### config.mk
export PLATFORM = sky130hd
export DESIGN_NAME = sdo_remote_access
export DESIGN_NICKNAME = d
export VERILOG_FILES = /design/src/design/sdo_cmd_pkg.sv /design/src/design/tick_timer.sv /design/src/design/node_identity.sv /design/src/design/sdo_remote_access.sv
export SDC_FILE = /design/constraint.sdc
export NUM_CORES = 1
export LEC_CHECK = 0
export BUFFER_PORTS_ARGS = -buffer_cell sky130_fd_sc_hd__buf_2
export CAP_MARGIN = 20
export CORE_ASPECT_RATIO = 0.5
export CORE_MARGIN = 4
export CORE_UTILIZATION = 40
export CTS_BUF_LIST = sky130_fd_sc_hd__clkbuf_8
export CTS_CLUSTER_SIZE = 16
export DETAILED_ROUTE_END_ITERATION = 12
export GPL_ROUTABILITY_DRIVEN = 0
export PLACE_DENSITY = 0.77
export RECOVER_POWER = 50
export SYNTH_ARGS = -nofsm -noshare
export SYNTH_HDL_FRONTEND = slang
export SYNTH_SLANG_ARGS = --single-unit
### constraint.sdc
create_clock -name clk_sys_i -period 3 [get_ports clk_sys_i]
set_input_delay 0.9 -clock clk_sys_i [delete_from_list [all_inputs] [get_ports clk_sys_i]]
set_output_delay 0.9 -clock clk_sys_i [all_outputs]
set_load 0.01 [all_outputs]
### src/design/sdo_cmd_pkg.sv
package sdo_cmd_pkg;
    localparam int unsigned CLK_HZ           = 250_000_000;
    localparam int unsigned TICK_NS          = 120_000;
    // 120 us tick in 4 ns cycles, rounded down as a longest time
    localparam int unsigned TICK_CYCLES      = TICK_NS / (1_000_000_000 / CLK_HZ);
    localparam int unsigned MODE_ACC_BIT     = 2;
    localparam logic [1:0]  MODE_READ_REG    = 2'h0;
    localparam logic [1:0]  MODE_WRITE_REG   = 2'h1;
    localparam logic [1:0]  MODE_WRITE_CONST = 2'h2;
    localparam logic [7:0]  NET_PREOP        = 8'h7F;
    localparam logic [7:0]  NET_OPER         = 8'h05;
    localparam logic [7:0]  NET_STOP         = 8'h04;
    localparam logic [6:0]  NODE_ID_RESET    = 7'h00;
    localparam logic [2:0]  FLAGS_RESET      = 3'h0;
    localparam logic [3:0]  ADDR_STATUS      = 4'h0;
    localparam logic [3:0]  ADDR_EVENTS      = 4'h1;
    localparam logic [3:0]  ADDR_MASK        = 4'h2;
    localparam logic [3:0]  ADDR_IDENT       = 4'h3;
    localparam int unsigned EV_DONE          = 0;
    localparam int unsigned EV_TIMEOUT       = 1;
    localparam int unsigned EV_ACCESS_ERR    = 2;
    localparam int unsigned EV_CMD_ERR       = 3;

    typedef enum logic [1:0] {
        ST_IDLE = 2'b00,
        ST_WAIT = 2'b01
    } sdo_state_type;

    // condition flags of the internal status word
    typedef struct packed {
        logic positive;
        logic zero;
        logic negative;
    } cond_flags_type;

    typedef struct packed {
        logic [2:0]  mode;
        logic [31:0] data;
        logic [15:0] index;
        logic [7:0]  sub_index;
        logic [15:0] byte_count;
        logic [15:0] timeout;
        logic [1:0]  client;
    } remote_cmd_type;

    // request toward the local sdo client
    typedef struct packed {
        logic        start;
        logic        client_sel;
        logic        upload;
        logic        data_is_reg;
        logic [31:0] data;
        logic [15:0] index;
        logic [7:0]  sub_index;
        logic [15:0] byte_count;
    } sdo_req_type;
endpackage : sdo_cmd_pkg

### src/design/tick_timer.sv
`timescale 1ns/1ns
`default_nettype none
module tick_timer
(
    input  wire logic        clk_sys_i,
    input  wire logic        rst_i,
    input  wire logic        run_i,
    input  wire logic [15:0] limit_i,
    output var  logic        expired_o
);
    typedef struct packed {
        logic [15:0] pre;
        logic [15:0] ticks;
        logic        expired;
    } tmr_state_type;

    tmr_state_type st;
    tmr_state_type next_st;

    // counts 120 us ticks while run_i is high, then flags expiry
    always_comb
    begin
        next_st = st;
        if (!run_i)
        begin
            next_st = '0;
        end
        else if (!st.expired)
        begin
            if (st.ticks >= limit_i)
            begin
                next_st.expired = 1'b1;
            end
            else if (st.pre == 16'(sdo_cmd_pkg::TICK_CYCLES - 1))
            begin
                next_st.pre   = 16'h0000;
                next_st.ticks = st.ticks + 16'h0001;
            end
            else
            begin
                next_st.pre = st.pre + 16'h0001;
            end
        end
    end

    always_ff @(posedge clk_sys_i)
    begin
        if (rst_i)
        begin
            st <= '0;
        end
        else
        begin
            st <= next_st;
        end
    end

    assign expired_o = st.expired;
endmodule : tick_timer
`default_nettype wire

### src/design/node_identity.sv
`timescale 1ns/1ns
`default_nettype none
module node_identity
(
    input  wire logic        clk_sys_i,
    input  wire logic        rst_i,
    input  wire logic        cmd_i,
    input  wire logic [15:0] id_i,
    input  wire logic [7:0]  net_state_i,
    input  wire logic [7:0]  serial_id_i,
    output var  logic [6:0]  node_id_o,
    output var  logic        can_enable_o,
    output var  logic        cob_reinit_o,
    output var  logic        cmd_error_o,
    output var  logic        cmd_done_o
);
    typedef struct packed {
        logic [6:0] node_id;
        logic       id_set;
        logic       reinit;
        logic       err;
        logic       done;
    } id_state_type;

    id_state_type st;
    id_state_type next_st;
    logic [15:0]  neg_id;
    logic [6:0]   chosen;
    logic         id_ok;
    logic         state_ok;

    always_comb
    begin
        next_st        = st;
        next_st.reinit = 1'b0;
        next_st.err    = 1'b0;
        next_st.done   = 1'b0;
        neg_id         = 16'h0000 - id_i;
        chosen         = 7'h00;
        id_ok          = 1'b0;
        state_ok       = (net_state_i != sdo_cmd_pkg::NET_OPER)
                      && (net_state_i != sdo_cmd_pkg::NET_STOP);
        if (id_i == 16'h0000)
        begin
            chosen = serial_id_i[6:0];
            id_ok  = (chosen != 7'h00);
        end
        else if (!id_i[15] && id_i <= 16'h007F)
        begin
            chosen = id_i[6:0];
            id_ok  = 1'b1;
        end
        else if (id_i[15] && neg_id <= 16'h007F)
        begin
            chosen = neg_id[6:0];
            id_ok  = 1'b1;
        end
        if (cmd_i)
        begin
            next_st.done = 1'b1;
            if (!state_ok || !id_ok)
            begin
                next_st.err = 1'b1;
            end
            else
            begin
                next_st.node_id = chosen;
                next_st.id_set  = 1'b1;
                next_st.reinit  = !st.id_set || id_i[15];
            end
        end
    end

    always_ff @(posedge clk_sys_i)
    begin
        if (rst_i)
        begin
            st <= '0;
        end
        else
        begin
            st <= next_st;
        end
    end

    assign node_id_o    = st.node_id;
    assign can_enable_o = st.id_set;
    assign cob_reinit_o = st.reinit;
    assign cmd_error_o  = st.err;
    assign cmd_done_o   = st.done;

    a_id_reject_state : assert property (@(posedge clk_sys_i) disable iff (rst_i)
        cmd_i && (net_state_i == sdo_cmd_pkg::NET_OPER) |=> cmd_error_o && $stable(node_id_o))
        else $error("identity accepted in operational state");
    a_id_serial_zero : assert property (@(posedge clk_sys_i) disable iff (rst_i)
        cmd_i && id_i == 16'h0000 && serial_id_i[6:0] == 7'h00 |=> cmd_error_o)
        else $error("zero serial id not refused");
endmodule : node_identity
`default_nettype wire

### src/design/sdo_remote_access.sv
`timescale 1ns/1ns
`default_nettype none
module sdo_remote_access
(
    input  wire logic                        clk_sys_i,
    input  wire logic                        rst_i,
    input  wire logic                        remote_dictionary_access_cmd_i,
    input  wire sdo_cmd_pkg::remote_cmd_type remote_cmd_i,
    input  wire logic                        node_identity_cmd_i,
    input  wire logic [15:0]                 node_identity_value_i,
    input  wire logic [7:0]                  net_state_i,
    input  wire logic [7:0]                  serial_id_i,
    input  wire logic                        sdo_done_i,
    input  wire logic                        sdo_abort_i,
    input  wire logic [3:0]                  reg_addr_i,
    input  wire logic [31:0]                 reg_wdata_i,
    input  wire logic                        reg_write_i,
    input  wire logic                        reg_read_i,
    output var  sdo_cmd_pkg::sdo_req_type    sdo_req_o,
    output var  logic                        sdo_cancel_o,
    output var  logic                        cmd_busy_o,
    output var  logic                        cmd_done_o,
    output var  logic                        cmd_error_o,
    output var  sdo_cmd_pkg::cond_flags_type internal_status_word_o,
    output var  logic [6:0]                  node_id_o,
    output var  logic                        can_enable_o,
    output var  logic                        cob_reinit_o,
    output var  logic [31:0]                 reg_rdata_o,
    output var  logic                        irq_o
);
    typedef struct packed {
        sdo_cmd_pkg::sdo_state_type   fsm;
        logic                         acc;
        logic                         client_sel;
        logic [15:0]                  timeout;
        sdo_cmd_pkg::sdo_req_type     req;
        logic                         cancel;
        logic                         done;
        logic                         cmd_err;
        sdo_cmd_pkg::cond_flags_type  flags;
        logic [3:0]                   events;
        logic [3:0]                   mask;
        logic [31:0]                  rdata;
    } main_state_type;

    main_state_type              st;
    main_state_type              next_st;
    sdo_cmd_pkg::cond_flags_type result;
    logic                        finish;
    logic                        mode_ok;
    logic [3:0]                  ev_set;
    logic                        timed_out;
    logic                        id_err;
    logic                        id_done;
    logic [6:0]                  id_value;
    logic                        id_enable;
    logic                        id_reinit;

    tick_timer u_timer
    (
        .clk_sys_i (clk_sys_i),
        .rst_i     (rst_i),
        .run_i     (st.fsm == sdo_cmd_pkg::ST_WAIT),
        .limit_i   (st.timeout),
        .expired_o (timed_out)
    );

    node_identity u_ident
    (
        .clk_sys_i    (clk_sys_i),
        .rst_i        (rst_i),
        .cmd_i        (node_identity_cmd_i),
        .id_i         (node_identity_value_i),
        .net_state_i  (net_state_i),
        .serial_id_i  (serial_id_i),
        .node_id_o    (id_value),
        .can_enable_o (id_enable),
        .cob_reinit_o (id_reinit),
        .cmd_error_o  (id_err),
        .cmd_done_o   (id_done)
    );

    always_comb
    begin
        next_st           = st;
        next_st.req.start = 1'b0;
        next_st.cancel    = 1'b0;
        next_st.done      = 1'b0;
        next_st.cmd_err   = 1'b0;
        result            = '0;
        finish            = 1'b0;
        ev_set            = 4'h0;
        mode_ok           = (remote_cmd_i.mode[1:0] != 2'h3)
                         && (remote_cmd_i.client == 2'h1 || remote_cmd_i.client == 2'h2);
        unique case (st.fsm)
            sdo_cmd_pkg::ST_IDLE:
            begin
                if (remote_dictionary_access_cmd_i)
                begin
                    if (!mode_ok)
                    begin
                        next_st.cmd_err = 1'b1;
                        next_st.done    = 1'b1;
                        ev_set[sdo_cmd_pkg::EV_CMD_ERR] = 1'b1;
                    end
                    else
                    begin
                        next_st.fsm                = sdo_cmd_pkg::ST_WAIT;
                        next_st.acc                = remote_cmd_i.mode[sdo_cmd_pkg::MODE_ACC_BIT];
                        next_st.timeout            = remote_cmd_i.timeout;
                        next_st.client_sel         = (remote_cmd_i.client == 2'h2);
                        next_st.req.start          = 1'b1;
                        next_st.req.client_sel     = (remote_cmd_i.client == 2'h2);
                        next_st.req.upload         = (remote_cmd_i.mode[1:0]
                                                     == sdo_cmd_pkg::MODE_READ_REG);
                        next_st.req.data_is_reg    = (remote_cmd_i.mode[1:0]
                                                     != sdo_cmd_pkg::MODE_WRITE_CONST);
                        next_st.req.data           = remote_cmd_i.data;
                        next_st.req.index          = remote_cmd_i.index;
                        next_st.req.sub_index      = remote_cmd_i.sub_index;
                        next_st.req.byte_count     = remote_cmd_i.byte_count;
                    end
                end
            end
            sdo_cmd_pkg::ST_WAIT:
            begin
                if (sdo_abort_i)
                begin
                    result.negative = 1'b1;
                    finish          = 1'b1;
                    ev_set[sdo_cmd_pkg::EV_ACCESS_ERR] = 1'b1;
                end
                else if (sdo_done_i)
                begin
                    result.zero = 1'b1;
                    finish      = 1'b1;
                    ev_set[sdo_cmd_pkg::EV_DONE] = 1'b1;
                end
                else if (timed_out)
                begin
                    result.positive = 1'b1;
                    finish          = 1'b1;
                    next_st.cancel  = 1'b1;
                    ev_set[sdo_cmd_pkg::EV_TIMEOUT] = 1'b1;
                end
                if (finish)
                begin
                    next_st.fsm  = sdo_cmd_pkg::ST_IDLE;
                    next_st.done = 1'b1;
                    if (st.acc)
                    begin
                        // series result: any error sticks, zero only if all succeeded
                        next_st.flags.positive = st.flags.positive | result.positive;
                        next_st.flags.negative = st.flags.negative | result.negative;
                        next_st.flags.zero     = st.flags.zero & result.zero;
                    end
                    else
                    begin
                        next_st.flags = result;
                    end
                end
            end
            default:
            begin
                next_st.fsm = sdo_cmd_pkg::ST_IDLE;
            end
        endcase
        if (id_err)
        begin
            next_st.cmd_err = 1'b1;
            ev_set[sdo_cmd_pkg::EV_CMD_ERR] = 1'b1;
        end
        if (id_done)
        begin
            next_st.done = 1'b1;
        end
        // register port: events write one to clear, mask is written directly, a new event wins over the clear
        if (reg_write_i && reg_addr_i == sdo_cmd_pkg::ADDR_EVENTS)
        begin
            next_st.events = st.events & ~reg_wdata_i[3:0];
        end
        if (reg_write_i && reg_addr_i == sdo_cmd_pkg::ADDR_MASK)
        begin
            next_st.mask = reg_wdata_i[3:0];
        end
        next_st.events = next_st.events | ev_set;
        next_st.rdata  = 32'h0000_0000;
        if (reg_read_i)
        begin
            unique case (reg_addr_i)
                sdo_cmd_pkg::ADDR_STATUS: next_st.rdata = {26'h0, st.client_sel, st.fsm == sdo_cmd_pkg::ST_WAIT,
                                                           1'b0, st.flags};
                sdo_cmd_pkg::ADDR_EVENTS: next_st.rdata = {28'h0, st.events};
                sdo_cmd_pkg::ADDR_MASK:   next_st.rdata = {28'h0, st.mask};
                sdo_cmd_pkg::ADDR_IDENT:  next_st.rdata = {23'h0, id_reinit, id_enable, id_value};
                default:                  next_st.rdata = 32'h0000_0000;
            endcase
        end
    end

    always_ff @(posedge clk_sys_i)
    begin
        if (rst_i)
        begin
            st       <= '0;
            st.fsm   <= sdo_cmd_pkg::ST_IDLE;
            st.flags <= sdo_cmd_pkg::FLAGS_RESET;
        end
        else
        begin
            st <= next_st;
        end
    end

    assign sdo_req_o              = st.req;
    assign sdo_cancel_o           = st.cancel;
    assign cmd_busy_o             = (st.fsm == sdo_cmd_pkg::ST_WAIT);
    assign cmd_done_o             = st.done;
    assign cmd_error_o            = st.cmd_err;
    assign internal_status_word_o = st.flags;
    assign node_id_o              = id_value;
    assign can_enable_o           = id_enable;
    assign cob_reinit_o           = id_reinit;
    assign reg_rdata_o            = st.rdata;
    assign irq_o                  = |(st.events & st.mask);

    a_flag_timeout : assert property (@(posedge clk_sys_i) disable iff (rst_i)
        cmd_busy_o && timed_out && !sdo_done_i && !sdo_abort_i && !st.acc
        |=> internal_status_word_o == 3'h4 && !cmd_busy_o)
        else $error("timeout flags wrong");
    a_cancel_timeout : assert property (@(posedge clk_sys_i) disable iff (rst_i)
        cmd_busy_o && timed_out && !sdo_done_i && !sdo_abort_i
        |=> sdo_cancel_o && cmd_done_o)
        else $error("timeout did not cancel");
    a_flag_abort : assert property (@(posedge clk_sys_i) disable iff (rst_i)
        cmd_busy_o && sdo_abort_i && !st.acc |=> internal_status_word_o == 3'h1)
        else $error("access error flags wrong");
    a_flag_done : assert property (@(posedge clk_sys_i) disable iff (rst_i)
        cmd_busy_o && sdo_done_i && !sdo_abort_i && !st.acc |=> internal_status_word_o == 3'h2)
        else $error("completion flags wrong");
    a_acc_keeps : assert property (@(posedge clk_sys_i) disable iff (rst_i)
        cmd_busy_o && st.acc && st.flags.negative |=> internal_status_word_o.negative)
        else $error("accumulated negative lost");
    a_req_decode : assert property (@(posedge clk_sys_i) disable iff (rst_i)
        !cmd_busy_o && remote_dictionary_access_cmd_i && remote_cmd_i.mode == 3'h2
        && remote_cmd_i.client == 2'h1
        |=> sdo_req_o.start && !sdo_req_o.upload && !sdo_req_o.data_is_reg && !sdo_req_o.client_sel)
        else $error("mode 2 request decoded wrong");
    a_refuse_client : assert property (@(posedge clk_sys_i) disable iff (rst_i)
        !cmd_busy_o && remote_dictionary_access_cmd_i && remote_cmd_i.client == 2'h0
        |=> cmd_error_o && cmd_done_o && !cmd_busy_o && $stable(internal_status_word_o))
        else $error("bad client not refused");
endmodule : sdo_remote_access
`default_nettype wire

==> results of run 1 <==
registers in the layout (all words and copies together) (netlist names):
signal / cells
sdo_req_o: 76
internal_status_word_o: 3
u_timer.st: 32
u_ident.cob_reinit_o: 1
u_ident.cmd_done_o: 1
st: 26
cmd_done_o: 1
u_timer.expired_o: 1
u_ident.node_id_o: 7
cmd_error_o: 1
u_ident.can_enable_o: 1
u_ident.cmd_error_o: 1
reg_rdata_o: 9
sdo_cancel_o: 1
worst min-delay path by stage:
stage	start	endpoint	slack [ps]	cells after the start
after floorplan	u_ident.cmd_done_o	cmd_done_o	430	2
after global placement	sdo_req_o[30]	sdo_req_o[30]	440	2
after detailed placement	sdo_req_o[39]	sdo_req_o[39]	440	2
after CTS	sdo_req_o[39]	sdo_req_o[39]	460	2
after global routing	sdo_req_o[60]	sdo_req_o[60]	480	2
final	sdo_req_o[41]	sdo_req_o[41]	460	2
worst max-delay path, delay by kind of cell:
family	cells	cell delay (ps)
AO/OA/AOI/OAI	2	350
adder cells (fa/ha/maj)	1	310
buffers and inverters	3	810
AND/OR/NAND/NOR	2	660
logic make-up after synthesis:
logic type,after synthesis,synth area share
compound gates,216,0.162
buf+inv,189,0.145
mux,13,0.0219
xor+xnor,8,0.00888
fa+ha+maj,20,0.0317
other cells,1,0.000475
flops,161,0.409
simple gates,377,0.222
power by group:
part,switching (µW),total (µW),internal (µW)
Sequential,39.3,2250,2210
Clock,777,1750,974
Combinational,334,544,210
Total,1150,4540,3390
stage by stage:
| stage | area [µm²] | setup slack (ps) | hold slack, ps | power, µW |
|---|---|---|---|---|
| CTS | 9190 | 305 | 456 | 4590 |
| global route | 9030 | 69.2 | 478 | 4750 |
| floorplan | 7970 | 125 | 425 | 2680 |
| detailed placement | 8760 | -108 | 444 | 2860 |
| global placement | 8760 | -50.4 | 438 | 2840 |
| finish | 9030 | 278 | 457 | 4540 |
cell usage after synthesis, drive strengths merged, types with 2 or more instances:
cell type and number:
nand3b 3, ha 20, xor2 5, o21a 3, dfxtp 161, and4b 2
nand3 17, nand2b 2, a31oi 4, buf 115, and3 3, clkbuf 40
or2 2, mux2i 6, and4 2, nand2 222, a21oi 136, nor4 5
o211ai 6, o2111ai 6, a22oi 4, nor2 38, mux4 3, inv 33
or3b 3, nor2b 12, and2 9, a211o 2, xnor2 3, or4 9
nor3b 2, a31o 2, nand4 13, o21ai 27, o31ai 8, or4b 2
nor3 12, mux2 4, a21o 4, a211oi 3, or3 18
area by class of cell:
class,count,share of cell area
inverters,34,0.0141
well taps,259,0.0359
clock inverters,13,0.0218
diodes,2,0.000554
multi-input cells,657,0.401
clock buffers,17,0.0259
flip-flops and latches,161,0.357
repair buffers,268,0.144
layer usage:
metal  vias to the layer above  wire length, µm  global-route usage
li1                       3529                -                   -
met3                        39             1040              0.0397
met2                       197            10600               0.318
met4                         2              427              0.0588
met1                      3299             8610               0.215
met5                         -                7                   0
==> out/summary.txt, run 1 <==
Cells after synthesis: 985
DRC violations left: 0
Clk sinks: 161
Clock network latency to the later pin of the worst-skew pair: 440 ps
CP Capture Point: sdo_req_o[19]
Final Non-Filler Cells: 1411
Crit path time final: 2720 ps
CP Data Required Time: 3340 ps
Critical path endpoint category: register
1st-iter DRT viols: 519
Area Overhead vs Synth: 14.5%
Reg area: 3220 µm²
DP HPWL: 15.6 mm
GRT Overall Usage: 0.179
Wire per inst: 14.6 µm
Clk buf depth: 2
Max-Cap Viols: 0
Worst R2R Path Depth: 7
Post-synth EDFFs: 0
Die width: 207 µm
Startpoint Class: input pin
Fill cells: 1829
Share of post-route cells with drive strength above 1: 0.187
Lkg Pwr: 0.00350 µW
Status: completed
Vias per inst: 5.01
Post-synth ARST share: 0
Hold Buf Count CTS: 0
Vias in the first global route: 6814
Post-DRT Antenna Nets: 0
Root Driver: clkbuf_8
Post-synthesis sequential area ratio: 0.409
Fin Setup TNS: 0 ps
Peak supply drop: 0.000197 V
Worst r2r src: u_timer.st[5]
Synth Flop Type: dfxtp_1
Standard-cell row count: 35
Core Util, Final: 0.478
Most common cell after layout, fill and taps aside: nand2_1
Crit Path Category: in2reg
Crit-path cells: buf_2 > inv_1 > ha_1 > or3b_2 > a21oi_4 > clkbuf_2 > nand2_1 > a21oi_1
Multi-input logic area: 3620 µm²
Crit-path max cell delay: 680 ps
Clock skew: 14.7 ps
Setup bufs post-CTS: 0
Max Clk Rate: 367 MHz
Most frequent cells in the layout: nand2_1 (222), dfxtp_1 (161), buf_2 (138), a21oi_1 (134), clkbuf_1 (104)
Detailed Route WL: 20.7 mm
Final setup viols: 0
Yosys reg bits: 161
Post-synth cell types: 66
Worst-Margin Slew: 1280 ps
Synth warn: 0
CTS tree: yes
First-pass DRT Iterations: 5
Worst-path clk slew: 90 ps
Placed Cells: 1379
Reg-to-Reg End: u_timer.st[11]
CTS H-tree lvls: 4
RSZ-0062 raised after global routing: false
Largest net degree at the start of global routing: 115
Initial Util: 0.418
Final Hold Vio Count: 0
Nets: 1328
Core Region: 18900 µm²
Worst-path maximum fanout: 45
Power per cell area: 503 nW/µm²
PortBufs: 240
First-pass GRT wire length: 32.6 mm
Antenna violations before repair: 3
Syn Area/Cell: 8.01 µm²
Yosys top cell by area: dfxtp_1
Slew Limit Fails: 0
CTS resizes: 0
Synth top area cells: dfxtp_1 (41%), buf_4 (11%), nand2_1 (11%), a21oi_1 (8.6%), ha_1 (3.2%)
CTS buffer count: 17
Die area: 22200 µm²
R2R Setup Slk: 300 ps
Die height: 107 µm
I/O pin count: 294
Final period util: 0.907
Hold Path Class: reg2reg
Launch point of the worst path: remote_cmd_i[0]
Max-Slew Margin vs Limit: 0.147
Routed via count: 7066
Gr ovfl total: 0
Mapped cell area: 7890 µm²
Crit path DAT: 3060 ps
Synth top area share: 0.409
Slowest CP cell: clkbuf_2
Note: power is estimated with default switching activity, not from simulation.
==> inputs of run 2 (changes only) <==
CELL_PAD_IN_SITES_DETAIL_PLACEMENT = 0   (was unset)
CELL_PAD_IN_SITES_GLOBAL_PLACEMENT = 1   (was unset)
CORE_UTILIZATION = 33   (was 40)
PLACE_DENSITY = 0.86   (was 0.77)
==> run 2 against run 1 <==
  * Wire length increased by 3.6%
  * Non-clock buffer count increased by 2
  * Hold slack got worse by 0.94 ps
  * Flip-flop and latch count unchanged
  * Die area increased by 20%
  * Final cell count increased by 3.5%
  * Final area increased by 0.11%
  * Clock power decreased by 13%
  * Sequential share of layout area about the same
  * Via count about the same
  * Clock-buffer cell count increased by 2
  * Maximum frequency decreased by 0.12%
  * Highest routed layer unchanged
==> out/summary.txt, run 2 (synthesis gave the netlist of run 1 again) <==
Core Region: 23200 µm² (+23%)
CTS buffer count: 17 (unchanged)
CTS resizes: 0 (unchanged)
Die height: 117 µm (+9.3%)
Startpoint Class: input pin
HP Start: sdo_req_o[62]
CTS tree: yes
Die area: 26600 µm² (+20%)
Worst-path clk slew: 80 ps (about the same)
Hold Path Class: reg2reg
Power per cell area: 477 nW/µm² (-5.2%)
Max-Cap Viols: 0 (unchanged)
Hold depth: 2 (unchanged)
Reg-to-Reg End: u_timer.st[29]
Total power: 4310 µW (-5.1%)
Routed via count: 7070 (+0.057%)
Most common cell after layout, fill and taps aside: nand2_1
DRC violations left: 0 (unchanged)
Clock network latency to the later pin of the worst-skew pair: 450 ps (about the same)
Worst r2r src: u_timer.st[12]
Worst-path maximum fanout: 53 (+18%)
Detailed Route WL: 21.4 mm (+3.6%)
Post-DRT Antenna Nets: 0 (unchanged)
Vias in the first global route: 6722 (-1.4%)
GRT Overall Usage: 0.156 (-0.0225)
Max-Slew Margin vs Limit: 0.124 (-0.0236)
Antenna violations before repair: 1 (-2)
Critical path endpoint category: register
Final period util: 0.909 (+0.00109)
Clock skew: 11.0 ps (-3.69 ps)
Internal power: 3120 µW (-8.2%)
Crit path time final: 2730 ps (+3.28 ps)
First-pass DRT Iterations: 6 (+1)
Clock Power Share: 0.352 (-0.033)
Vias per inst: 4.84 (-3.4%)
Fin Setup TNS: 0 ps (unchanged)
Lkg Pwr: 0.00347 µW (-0.81%)
DP HPWL: 16.5 mm (+5.8%)
Max FFs per register: 76 (unchanged)
Most frequent cells in the layout: nand2_1 (222), dfxtp_1 (161), buf_2 (137), a21oi_1 (134), clkbuf_1 (105)
# diodes: 0 (-2)
Crit Path Category: in2reg
Wire per inst: 14.6 µm (about the same)
Setup bufs post-CTS: 0 (unchanged)
CP Data Required Time: 3380 ps (+40 ps)
1st-iter DRT viols: 429 (-17%)
Area Overhead vs Synth: 14.6%
Hold Path End: sdo_req_o[62]
R2R Setup Slk: 350 ps (+50 ps)
Peak supply drop: 0.000203 V (+2.9%)
Hold Buf Count CTS: 0 (unchanged)
Worst R2R Path Depth: 8 (+1)
I/O pin count: 294 (unchanged)
WHS: 456 ps (-0.937 ps)
Worst-Margin Slew: 1310 ps (+35.4 ps)
Status: completed
Die width: 227 µm (+9.7%)
Largest net degree at the start of global routing: 65 (-43%)
Crit path DAT: 3100 ps (+40 ps)
Nets: 1330 (+0.15%)
Logic pwr share: 0.127 (+0.007)
Psw: 1190 µW (+3.9%)
RSZ-0062 raised after global routing: false
Root Driver: clkbuf_8
Net switching share of the total power: 0.277 (+0.0240)
PortBufs: 240 (unchanged)
Final setup viols: 0 (unchanged)
Gr ovfl total: 0 (unchanged)
Clk sinks: 161 (unchanged)
Share of post-route cells with drive strength above 1: 0.192 (+0.00455)
Standard-cell row count: 39 (+11%)
Initial Util: 0.340 (-0.0776)
Max Clk Rate: 367 MHz (-0.12%)
Clk buf depth: 2 (unchanged)
Register share of total power: 0.522 (+0.027)
CTS H-tree lvls: 4 (unchanged)
First-pass GRT wire length: 34.1 mm (+4.6%)
Final Hold Vio Count: 0 (unchanged)
Slew Limit Fails: 0 (unchanged)
## run 2: worst max-delay path, cell delays in order
cell	delay, ps
buf_2	80
inv_1	40
ha_1	290
or3b_2	510
a21oi_4	140
clkbuf_2	800
nand2_1	150
a21oi_1	170
## run 2: power by group through the flow
stage                     Clock (µW)  Sequential (µW)  Combinational [µW]
after global routing            1650             2260                 605
after CTS                       1560             2250                 569
after global placement             0             2290                 554
after floorplan                    0             2290                 395
final                           1520             2250                 546
after detailed placement           0             2300                 566
## run 2: final cells by class
cell class                 instances  area [µm²]
tap                              307         384
clock inverter                    13         113
timing repair buffer             270        1310
sequential                       161        3220
multi-input combinational        657        3620
inverter                          34         128
clock buffer                      19         262
fill                            2397       14100
## run 2: worst max-delay path by stage
stage,from,endpoint,slack [ps],cells after the start
floorplan,node_identity_value_i[0],u_ident.node_id_o[2],130,9
global placement,node_identity_value_i[0],u_ident.node_id_o[2],0.7,9
detailed placement,node_identity_value_i[1],u_ident.node_id_o[4],-40,9
CTS,u_timer.st[12],u_timer.st[29],350,8
global route,remote_cmd_i[0],st[132],90,8
finish,remote_cmd_i[0],st[132],270,8
## run 2: per-stage QoR
step | instance area (µm²) | util | setup slack [ps] | std cells
after floorplan | 7970 | - | 125 | 1007
after CTS | 9200 | 0.397 | 349 | 1461
after detailed placement | 8820 | 0.381 | -35.3 | 1429
final | 9040 | 0.390 | 274 | 1461
after global routing | 9040 | 0.390 | 88.3 | 1461
after global placement | 8820 | 0.381 | 0.736 | 1429
## run 2: metal layers
| metal | vias up | track usage | wire length (µm) |
|---|---|---|---|
| met5 | - | 0 | 13 |
| met4 | 2 | 0.0471 | 375 |
| met3 | 32 | 0.0327 | 917 |
| met2 | 186 | 0.282 | 11100 |
| met1 | 3319 | 0.186 | 8970 |
| li1 | 3531 | - | - |
